[src/lbsc_pkg.sv]
/*
 contents: constants, register map and carrier types of the sync control block.
 assumes: one 100 MHz clock, software on AXI4-Lite, a raw bus pin on its own timing.
*/
// Contract
// - lin mode, gate set: uart receive held high until break and sync seen
// - lin mode, gate clear: receive line passed to uart at all times, no break or sync needed
// - bus read mode, gate set: each rising edge sets break status bit 0
// - bus read mode: break timer starts at falling edge, stops at rising
// - bus read mode: break timer flags compare match and overflow too
// - bus write mode: compare status bit 3 tells when to release bus
// - bus write mode: break timer stops at rising edge to check pulses
// - control bit 7 picks falling or rising edge count stopping sync timer
// - control bit 6 picks lin mode (0) or pulse bus mode (1)
// - control bit 5 clear: no sync compare status (bit 3); break compare still sets bit 0
// - control bit 5 set: sync timer equal to compare sets status bit 3
package lbsc_pkg;
    localparam int ADDR_W = 8;
    localparam logic [ADDR_W-1:0] OFS_CTRL0 = 8'h00;
    localparam logic [ADDR_W-1:0] OFS_CTRL1 = 8'h04;
    localparam logic [ADDR_W-1:0] OFS_STATUS = 8'h08;
    localparam logic [ADDR_W-1:0] OFS_MASK = 8'h0C;
    localparam logic [ADDR_W-1:0] OFS_BRK_TMR = 8'h10;
    localparam logic [ADDR_W-1:0] OFS_SYNC_TMR = 8'h14;
    localparam logic [ADDR_W-1:0] OFS_SYNC_CMP = 8'h18;
    localparam int CTRL0_W = 14;
    localparam logic [CTRL0_W-1:0] CTRL0_RST = 14'h0000;
    localparam logic [3:0] CTRL1_RST = 4'h0;
    localparam int ST_BRK = 0;
    localparam int ST_OVF = 1;
    localparam int ST_SYNC = 2;
    localparam int ST_CMP = 3;
    localparam int ST_W = 4;
    localparam logic [1:0] RESP_OKAY = 2'h0;
    localparam logic [1:0] RESP_SLVERR = 2'h2;
    localparam int TMR_W = 16;

    // control word 0 as stored; bit 13 is the write sub-mode
    typedef struct packed {
        logic bus_write_mode;
        logic [3:0] unused_hi;
        logic gate;
        logic stop_on_rise;
        logic bus_mode;
        logic cmp_en;
        logic [1:0] unused_lo;
        logic enable;
        logic [1:0] unused_0;
    } lbsc_ctrl0_s;

    typedef struct packed {
        logic fall;
        logic rise;
        logic level;
    } lbsc_line_s;
endpackage

[src/lbsc_top.sv]
/*
 holds the whole sync control block: register slave, pin synchroniser,
 break timer, sync bit timer, uart receive gating and interrupt status.
 assumes: bus_rx is asynchronous; AXI4-Lite master keeps one write and one read at a time.
*/
module lbsc_top
    import lbsc_pkg::*;
#(
    parameter int TMR_BITS = TMR_W
)
(
    input wire logic aclk,
    input wire logic aresetn,
    input wire logic [ADDR_W-1:0] s_axi_awaddr,
    input wire logic s_axi_awvalid,
    output logic s_axi_awready,
    input wire logic [31:0] s_axi_wdata,
    input wire logic [3:0] s_axi_wstrb,
    input wire logic s_axi_wvalid,
    output logic s_axi_wready,
    output logic [1:0] s_axi_bresp,
    output logic s_axi_bvalid,
    input wire logic s_axi_bready,
    input wire logic [ADDR_W-1:0] s_axi_araddr,
    input wire logic s_axi_arvalid,
    output logic s_axi_arready,
    output logic [31:0] s_axi_rdata,
    output logic [1:0] s_axi_rresp,
    output logic s_axi_rvalid,
    input wire logic s_axi_rready,
    input wire logic bus_rx,
    output logic uart_rxd,
    output logic irq
);
    function automatic logic mapped(input logic [ADDR_W-1:0] a);
        return a == OFS_CTRL0 || a == OFS_CTRL1 || a == OFS_STATUS || a == OFS_MASK
            || a == OFS_BRK_TMR || a == OFS_SYNC_TMR || a == OFS_SYNC_CMP;
    endfunction

    function automatic logic [31:0] merge(input logic [31:0] old, input logic [31:0] nw,
        input logic [3:0] strb);
        logic [31:0] r;
        r = old;
        for (int i = 0; i < 4; i++)
        begin
            if (strb[i])
                r[8*i +: 8] = nw[8*i +: 8];
        end
        return r;
    endfunction

    typedef enum logic [1:0] {LBSC_IDLE, LBSC_BREAK, LBSC_SYNC, LBSC_DATA} lbsc_lin_e;

    lbsc_ctrl0_s ctrl0;
    logic [3:0] edge_target;
    logic [ST_W-1:0] status;
    logic [ST_W-1:0] mask;
    logic [TMR_BITS-1:0] brk_val;
    logic [TMR_BITS-1:0] brk_cmp;
    logic [TMR_BITS-1:0] sync_val;
    logic [TMR_BITS-1:0] sync_cmp;
    logic brk_run;
    logic sync_run;
    logic [3:0] edge_cnt;
    lbsc_lin_e lin_st;
    logic rx_s1;
    logic rx_s2;
    logic rx_s3;
    logic line_lvl;
    lbsc_line_s line;
    logic aw_full;
    logic w_full;
    logic [ADDR_W-1:0] aw_addr;
    logic [31:0] w_data;
    logic [3:0] w_strb;

    // pin synchroniser: a change counts once the second and third agree
    always_ff @(posedge aclk)
    begin
        rx_s1 <= bus_rx;
        rx_s2 <= rx_s1;
        rx_s3 <= rx_s2;
        if (!aresetn)
            line_lvl <= 1'b1;
        else if (rx_s2 == rx_s3)
            line_lvl <= rx_s3;
    end

    wire agree = (rx_s2 == rx_s3);
    assign line.level = line_lvl;
    assign line.fall = agree && !rx_s3 && line_lvl;
    assign line.rise = agree && rx_s3 && !line_lvl;

    // mode decode: one stored gate bit, two meanings (lin and bus read), unused in bus write mode
    wire lin_mode = !ctrl0.bus_mode;
    wire bsd_read = ctrl0.bus_mode && !ctrl0.bus_write_mode;
    wire active = ctrl0.enable;

    // break timer: starts on falling edge, stops on rising edge in every mode
    wire brk_start = active && line.fall;
    wire brk_stop = line.rise;
    wire brk_tick = active && brk_run && !brk_stop;
    wire [TMR_BITS-1:0] brk_inc = brk_val + 1'b1;
    wire brk_hit = brk_tick && (brk_inc == brk_cmp);
    wire brk_ovf = brk_tick && (brk_val == {TMR_BITS{1'b1}});

    // sync edge counting: selected edge type ends the sync timer
    wire sel_edge = ctrl0.stop_on_rise ? line.rise : line.fall;
    wire sync_stop = sync_run && sel_edge && (edge_cnt + 4'h1 == edge_target);
    wire sync_start = active && line.fall && !sync_run
        && (ctrl0.bus_mode || lin_st == LBSC_SYNC);
    wire sync_tick = active && sync_run && !sync_stop;
    wire [TMR_BITS-1:0] sync_inc = sync_val + 1'b1;
    wire cmp_hit = sync_tick && (sync_inc == sync_cmp) && ctrl0.cmp_en;

    // status events
    // rise break in read mode
    wire rise_brk_ev = bsd_read && ctrl0.gate && line.rise;
    wire [ST_W-1:0] events = {cmp_hit, sync_stop && lin_mode, brk_ovf, brk_hit || rise_brk_ev};

    always_ff @(posedge aclk)
    begin
        if (!aresetn)
        begin
            brk_run <= 1'b0;
            brk_val <= '0;
        end
        else if (brk_start)
        begin
            brk_run <= 1'b1;
            brk_val <= '0;
        end
        else
        begin
            brk_run <= brk_run && !brk_stop && active;
            if (brk_tick)
                brk_val <= brk_inc;
        end
    end

    always_ff @(posedge aclk)
    begin
        if (!aresetn)
        begin
            sync_run <= 1'b0;
            sync_val <= '0;
            edge_cnt <= '0;
        end
        else if (sync_start)
        begin
            sync_run <= 1'b1;
            sync_val <= '0;
            edge_cnt <= '0;
        end
        else
        begin
            sync_run <= sync_run && !sync_stop && active;
            if (sync_tick)
                sync_val <= sync_inc;
            if (sync_run && sel_edge)
                edge_cnt <= edge_cnt + 4'h1;
        end
    end

    // lin frame tracking: break by compare hit, then sync byte edges
    always_ff @(posedge aclk)
    begin
        if (!aresetn || !active || !lin_mode)
            lin_st <= LBSC_IDLE;
        else
        begin
            case (lin_st)
                LBSC_IDLE: if (brk_hit) lin_st <= LBSC_BREAK;
                LBSC_BREAK: if (line.rise) lin_st <= LBSC_SYNC;
                LBSC_SYNC: if (sync_stop) lin_st <= LBSC_DATA;
                LBSC_DATA: if (brk_hit) lin_st <= LBSC_BREAK;
                default: lin_st <= LBSC_IDLE;
            endcase
        end
    end

    wire rx_hold = lin_mode && ctrl0.gate && (lin_st != LBSC_DATA);
    always_ff @(posedge aclk)
    begin
        if (!aresetn)
            uart_rxd <= 1'b1;
        else
            uart_rxd <= rx_hold ? 1'b1 : line_lvl;
    end

    // register slave
    wire do_write = aw_full && w_full && !s_axi_bvalid;
    wire rd_take = s_axi_arvalid && s_axi_arready;
    wire rd_status = rd_take && (s_axi_araddr == OFS_STATUS);
    assign s_axi_awready = !aw_full;
    assign s_axi_wready = !w_full;
    assign s_axi_arready = !s_axi_rvalid;

    wire [31:0] rd_mux =
        (s_axi_araddr == OFS_CTRL0) ? {{(32-CTRL0_W){1'b0}}, ctrl0} :
        (s_axi_araddr == OFS_CTRL1) ? {24'h000000, edge_target, 4'h0} :
        (s_axi_araddr == OFS_STATUS) ? {{(32-ST_W){1'b0}}, status} :
        (s_axi_araddr == OFS_MASK) ? {{(32-ST_W){1'b0}}, mask} :
        (s_axi_araddr == OFS_BRK_TMR) ? 32'(brk_val) :
        (s_axi_araddr == OFS_SYNC_TMR) ? 32'(sync_val) :
        (s_axi_araddr == OFS_SYNC_CMP) ? 32'(sync_cmp) : 32'h00000000;

    always_ff @(posedge aclk)
    begin
        if (!aresetn)
        begin
            aw_full <= 1'b0;
            w_full <= 1'b0;
            aw_addr <= '0;
            w_data <= '0;
            w_strb <= '0;
            s_axi_bvalid <= 1'b0;
            s_axi_bresp <= RESP_OKAY;
        end
        else
        begin
            if (s_axi_awvalid && !aw_full)
            begin
                aw_full <= 1'b1;
                aw_addr <= s_axi_awaddr;
            end
            if (s_axi_wvalid && !w_full)
            begin
                w_full <= 1'b1;
                w_data <= s_axi_wdata;
                w_strb <= s_axi_wstrb;
            end
            if (do_write)
            begin
                aw_full <= 1'b0;
                w_full <= 1'b0;
                s_axi_bvalid <= 1'b1;
                s_axi_bresp <= mapped(aw_addr) ? RESP_OKAY : RESP_SLVERR;
            end
            else if (s_axi_bready)
                s_axi_bvalid <= 1'b0;
        end
    end

    wire [31:0] wr_ctrl0 = merge({{(32-CTRL0_W){1'b0}}, ctrl0}, w_data, w_strb);
    wire [31:0] wr_ctrl1 = merge({24'h000000, edge_target, 4'h0}, w_data, w_strb);
    wire [31:0] wr_mask = merge({{(32-ST_W){1'b0}}, mask}, w_data, w_strb);
    wire [31:0] wr_brk = merge(32'(brk_cmp), w_data, w_strb);
    wire [31:0] wr_scmp = merge(32'(sync_cmp), w_data, w_strb);

    always_ff @(posedge aclk)
    begin
        if (!aresetn)
        begin
            ctrl0 <= CTRL0_RST;
            edge_target <= CTRL1_RST;
            mask <= '0;
            brk_cmp <= '0;
            sync_cmp <= '0;
        end
        else if (do_write)
        begin
            if (aw_addr == OFS_CTRL0)
                ctrl0 <= wr_ctrl0[CTRL0_W-1:0];
            if (aw_addr == OFS_CTRL1)
                edge_target <= wr_ctrl1[7:4];
            if (aw_addr == OFS_MASK)
                mask <= wr_mask[ST_W-1:0];
            if (aw_addr == OFS_BRK_TMR)
                brk_cmp <= wr_brk[TMR_BITS-1:0];
            if (aw_addr == OFS_SYNC_CMP)
                sync_cmp <= wr_scmp[TMR_BITS-1:0];
        end
    end

    always_ff @(posedge aclk)
    begin
        if (!aresetn)
        begin
            s_axi_rvalid <= 1'b0;
            s_axi_rdata <= '0;
            s_axi_rresp <= RESP_OKAY;
        end
        else if (rd_take)
        begin
            s_axi_rvalid <= 1'b1;
            s_axi_rdata <= rd_mux;
            s_axi_rresp <= mapped(s_axi_araddr) ? RESP_OKAY : RESP_SLVERR;
        end
        else if (s_axi_rready)
            s_axi_rvalid <= 1'b0;
    end

    // sticky status: read clears, a same-cycle event still wins
    always_ff @(posedge aclk)
    begin
        if (!aresetn)
            status <= '0;
        else
            status <= (rd_status ? '0 : status) | events;
    end

    assign irq = |(status & mask);
endmodule // lbsc_top

[config.mk]
export PLATFORM = sky130hd
export DESIGN_NAME = lbsc_top
export DESIGN_NICKNAME = d
export VERILOG_FILES = /design/src/lbsc_pkg.sv /design/src/lbsc_top.sv
export SDC_FILE = /design/constraint.sdc
export NUM_CORES = 1
export LEC_CHECK = 0
export BUFFER_PORTS_ARGS = -buffer_cell sky130_fd_sc_hd__buf_2
export CAP_MARGIN = 40
export CORE_ASPECT_RATIO = 0.5
export CORE_MARGIN = 2
export CORE_UTILIZATION = 45
export DETAILED_ROUTE_END_ITERATION = 6
export PLACE_DENSITY = 0.68
export REMOVE_ABC_BUFFERS = 1
export SETUP_SLACK_MARGIN = 0.3
export SKIP_LAST_GASP = 1
export SLEW_MARGIN = 10
export SYNTH_ARGS = -nofsm -noshare
export SYNTH_HDL_FRONTEND = slang
export SYNTH_SLANG_ARGS = --single-unit
[constraint.sdc]
create_clock -name aclk -period 4.9 [get_ports aclk]
set_input_delay 0.49 -clock aclk [delete_from_list [all_inputs] [get_ports aclk]]
set_output_delay 0.49 -clock aclk [all_outputs]
set_load 0.005 [all_outputs]
* Word level (Yosys, flattened, before mapping)
Index checks and enable logic that the tools add are counted.
Widths: inputs -> output; s select.
** Word-level totals
- Logic and storage cells :: 170
- Output and inout port bits :: 43
- Register bits after elaboration :: 169
- Input bits :: 60
** Operators by class
- Equality and inequality tests :: 24
- Multiplexer cells :: 21
- Bitwise gates (word level) :: 3
- Reductions and logical operators :: 82
- $add $sub $neg :: 3
** Operators with widths (number)
- $mux 16 :: 7
- $eq 8x5->1 const B :: 6
- $logic_and 1x1->1 :: 33
- $add 16x1->16 const B :: 2
- $eq 16x16->1 :: 2
- $eq 8x4->1 const B :: 4
- $reduce_and 3->1 :: 9
- $eq 16x16->1 const B :: 1
- $eq 8x3->1 const B :: 2
- $logic_not 8->1 :: 2
- $logic_or 1x1->1 :: 16
- $logic_not 1->1 :: 13
- $mux 2 :: 5
- $reduce_or 2->1 :: 5
- $mux 1 :: 7
- $ne 2x2->1 const B :: 3
- $pmux 2 s3 :: 1
- $add 4x1->4 const B :: 1
- $and 4x4->4 :: 1
- $eq 2x2->1 const B :: 2
- $eq 4x4->1 :: 1
- $mux 4 :: 1
- $or 4x4->4 :: 1
- $reduce_bool 2->1 :: 2
- other kinds (6) :: 6

* Longest topological paths before layout
- Word-level depth :: 11
- Mapped depth :: 11
- Depth with buffers taken out :: 10

* Worst setup path after synthesis
No wires, ideal clock.
- Kind :: reg2reg
- From :: register sync_val[0]
- To :: register status[3]
- Period minus slack after synthesis :: 2190 ps
- Setup slack :: 2710 ps
- Cell stages (with the launch flop) :: 11
- Required time :: 4840 ps
- Setup time :: 60 ps
- Buffers on the path :: 1
- Arrival time :: 2131 ps
- Cells stage by stage :: dfxtp_1 ha_1 nand3_2 or4_1 buf_2 nor3_1 a21oi_1 mux2_2 o32ai_1 nand4_1 nand2_1
** Between the ends
- Cells in the longest elaborated chain, start to end :: 5
** Ends and longest elaborated chain
- from (decl) :: line lbsc_top.sv:60 : logic [TMR_BITS-1:0] sync_val;
- from (signal assigned) :: line lbsc_top.sv:159 : sync_val <= sync_inc;
- $add 16x1->16 :: line lbsc_top.sv:113 : wire [TMR_BITS-1:0] sync_inc = sync_val + 1'b1;
- $eq 16x16->1 :: line lbsc_top.sv:114 : wire cmp_hit = sync_tick && (sync_inc == sync_cmp) && ctrl0.cmp_en;
- $logic_and 1x1->1 (2 in a row) :: line lbsc_top.sv:114
- $or 4x4->4 :: line lbsc_top.sv:300 : status <= (rd_status ? '0 : status) | events;
- to (signal assigned) :: line lbsc_top.sv:300
- to (decl) :: line lbsc_top.sv:56 : logic [ST_W-1:0] status;
Every way passes these cells.
A chain may end at the register's enable or synchronous reset.

* Final worst setup path
- From :: register brk_val[0]
- To :: register lin_st[0]
** Between the ends
- Cells in the longest elaborated chain, start to end :: 5
** Ends and longest elaborated chain
- from (decl) :: line lbsc_top.sv:58 : logic [TMR_BITS-1:0] brk_val;
- from (signal assigned) :: line lbsc_top.sv:137 : brk_val <= brk_inc;
- $add 16x1->16 :: line lbsc_top.sv:103 : wire [TMR_BITS-1:0] brk_inc = brk_val + 1'b1;
- $eq 16x16->1 :: line lbsc_top.sv:104 : wire brk_hit = brk_tick && (brk_inc == brk_cmp);
- $logic_and 1x1->1 :: line lbsc_top.sv:104
- $ne 2x1->1 (no source line)
- $reduce_and 3->1 (no source line)
- to (signal assigned) :: line lbsc_top.sv:169 : lin_st <= LBSC_IDLE;
- to (signal assigned) :: line lbsc_top.sv:173 : LBSC_IDLE: if (brk_hit) lin_st <= LBSC_BREAK;
- to (signal assigned) :: line lbsc_top.sv:174 : LBSC_BREAK: if (line.rise) lin_st <= LBSC_SYNC;
- to (decl) :: line lbsc_top.sv:65 : lbsc_lin_e lin_st;
Every way passes these cells.

==> run metrics <==
DPL Wire Length=13,600 µm; Port Buf Inserts=66; root buf cell=clkbuf_16; design area=0.00875 mm²; CP Data Arrival Time=3.12 ns; placed cells=1,142; Post-synth EDFFs=0; Pleak=roughly 3.5 nW; Starting Density=0.466; Worst R2R Path Depth=9; worst-case headroom to the max-slew limit=0.449; final routed DRC violation total=0; CTS resizes=0; Top FF cell, synth=dfxtp_1; flop-to-flop setup slack=~2.1 ns; Avg Inst Size Synth=8.63 µm²; CP Cell Sequence=ha_1 -> nand3_1 -> nor4bb_1 -> xnor2_1 -> o2111ai_1 -> nor3_1 -> nand4_1 -> a21oi_1 -> mux2i_1; nets@finish=1,002; Max clock buf depth=2; antenna violations before repair=0; Crit path largest cell delay=roughly 0.47 ns; Async SR Flop Fraction=0; CTS tree=yes; TritonCTS Buffers=17; CP Max Fanout=8; placed cell areas=0.00811 mm²; Tot Pwr=0.00288 W; die span in x=189 µm; final worst-path cycle share=0.564; hold_sp=bus_rx; Post-Syn Area=0.00773 mm²; I/O pin total=103; H-tree levels=4; #FFs+latches synth=approximately 150; synthesized instance count=between 800 and 900; endpoints failing hold=0; Hold/Removal Path Class=input port to flop; first-pass GRT wire length=31,200 µm; clock sink count=roughly 150; Worst Skew=0.0163 ns; Post CTS Setup Buffer Count=0; hold_buf cts=0; antenna cell count=0; Final Critical Period=2.76 ns; final setup vio count=0; sequential area share after synthesis=0.391; Die Ht=96.7 µm; Critical Path End Type=flop; Worst EP required=5.26 ns; Place WS=2.08 ns; ANT nets after route=0; Final Wtd Congestion=0.907; clk slew on worst S/H paths=0.07 ns; Syn-to-layout area delta=13.2%; Least-Margin Pin Slew=slightly above 0.8 ns; wire length per cell=~16 µm; worst setup margin=2.14 ns; max-cap check violation count=0; detailed router's first-iteration violation count=559; ratio of cells with drive above 1 in the final layout=0.130; r2r endpoint=lin_st[0]; startpoint types=flop; most frequent cells in the layout=dfxtp_1 (151), nand2_1 (141), mux2i_1 (69); global route total overflow=0; Max stage delay cell, worst path=dfxtp_1; # rows=33; most common cell after layout, fill and taps aside=dfxtp_1; Synth cell types=60; Fmax=362 MHz; PwrDens=329 mW/mm²; Hold EP=rx_s1; Detailed Routing Iterations Pass 1=5; vias in the first global route=6,010; core area=0.0166 mm²; Crit Path Category=flop to flop; Via-to-Cell Ratio=approximately 5.4; R2R Path Start=brk_val[0]; Max Slew Vio Count=0; peak supply drop=0.000218 V; Vias=between 6,000 and 7,000; clock latency on the worst-skew pair=0.43 ns; Tot GR Track Use=0.214; Post-Layout Cell Count=1,173; hold depth=1; Setup TNS=0 ns; Die ar.=0.0183 mm²; status=finished clean; RSZ-0062 raised after global routing=false; Synth Warn #=0; overall routed net length=19,300 µm; largest net degree at the start of global routing=86
-- stage by stage --
| step | util | hold WS (ns) |
|---|---|---|
| after floorplan | - | 0.310 |
| after detailed placement | 0.488 | 0.328 |
| after global routing | 0.527 | 0.147 |
| final | 0.527 | 0.156 |
| after global placement | 0.488 | 0.340 |
| after CTS | 0.527 | 0.148 |
-- power breakdown --
part	switching (W)	internal, W	leakage, nW	total [W]
Clock	0.000555	0.000888	0.309	0.00144
Sequential	0.0000299	0.00125	1.23	0.00128
Combinational	0.0000855	0.0000656	1.99	0.000151
Total	0.000670	0.00221	3.52	0.00288
-- sequential cells by signal, summed over array words and instances, names as in the netlist, 2 cells and up --
signal	count
edge_cnt	4
mask	4
sync_val	16
edge_target	4
w_strb	2
brk_cmp	16
lin_st	2
sync_cmp	16
w_data	16
brk_val	16
status	4
s_axi_rdata	16
ctrl0	13
aw_addr	8
-- synthesized netlist by cell type (all sizes together) (6+ instances only) --
cell / n / area share
xor2: 33 / 0.037
a221oi: 11 / 0.012
nor3: 21 / 0.018
dfxtp: 151 / 0.39
nor2b: 55 / 0.045
a21oi: 26 / 0.017
nand2: 142 / 0.070
o21ai: 35 / 0.023
nor3b: 13 / 0.013
and3: 6 / 0.0049
a21boi: 41 / 0.040
buf: 29 / 0.024
nor2: 53 / 0.026
or3: 13 / 0.012
clkbuf: 40 / 0.019
nand4: 10 / 0.0081
nand3: 24 / 0.019
ha: 8 / 0.013
nand2b: 6 / 0.0049
inv: 14 / 0.0068
mux2i: 69 / 0.089
xnor2: 39 / 0.044
-- cell families (layout without fill, tap and decap cells) --
kind of cell,after synthesis,in the layout,synth area share
compound gates,136,136,0.115
xor+xnor,73,73,0.0845
fa+ha+maj,8,8,0.0130
buf+inv,83,116,0.0505
flops,151,151,0.391
mux,74,74,0.0966
other cells,1,18,0.000485
simple gates,370,370,0.248
-- metal layers --
| metal | GRT usage | up-vias | share of wire |
|---|---|---|---|
| met1 | 0.313 | 3020 | 0.50 |
| met2 | 0.316 | 177 | 0.42 |
| met4 | 0.0710 | 0 | 0.014 |
| met5 | 0 | - | 0 |
| met3 | 0.0417 | 22 | 0.059 |
| li1 | - | 3102 | - |
-- cell type report --
| type | count | area (µm²) |
|---|---|---|
| sequential | 151 | 3020 |
| tap | 227 | 284 |
| fill | 1555 | 7850 |
| clock buffer | 19 | 453 |
| timing repair buffer | 71 | 368 |
| inverter | 14 | 52.6 |
| multi-input combinational | 679 | 4380 |
| clock inverter | 12 | 190 |
-- worst max-delay path, delay by kind of cell (launching register included) --
family | cells | cell delay, ns
simple gates | 4 | 1.22
mux | 1 | 0.19
flops | 1 | 0.47
compound gates | 2 | 0.40
fa+ha+maj | 1 | 0.26
xor+xnor | 1 | 0.16
-- worst max-delay path by stage --
stage / from / end / slack (ns) / depth (start not counted)
2_1_floorplan: sync_val[0] / status[3] / 2.72 / 9
3_3_place_gp: s_axi_araddr[1] / s_axi_rdata[12] / 2.13 / 6
3_5_place_dp: s_axi_araddr[1] / s_axi_rdata[9] / 2.08 / 6
4_1_cts: brk_val[0] / lin_st[0] / 2.15 / 9
5_1_grt: brk_val[0] / lin_st[0] / 1.91 / 9
6_report: brk_val[0] / lin_st[0] / 2.14 / 9
(Power assumes the default switching activity.)
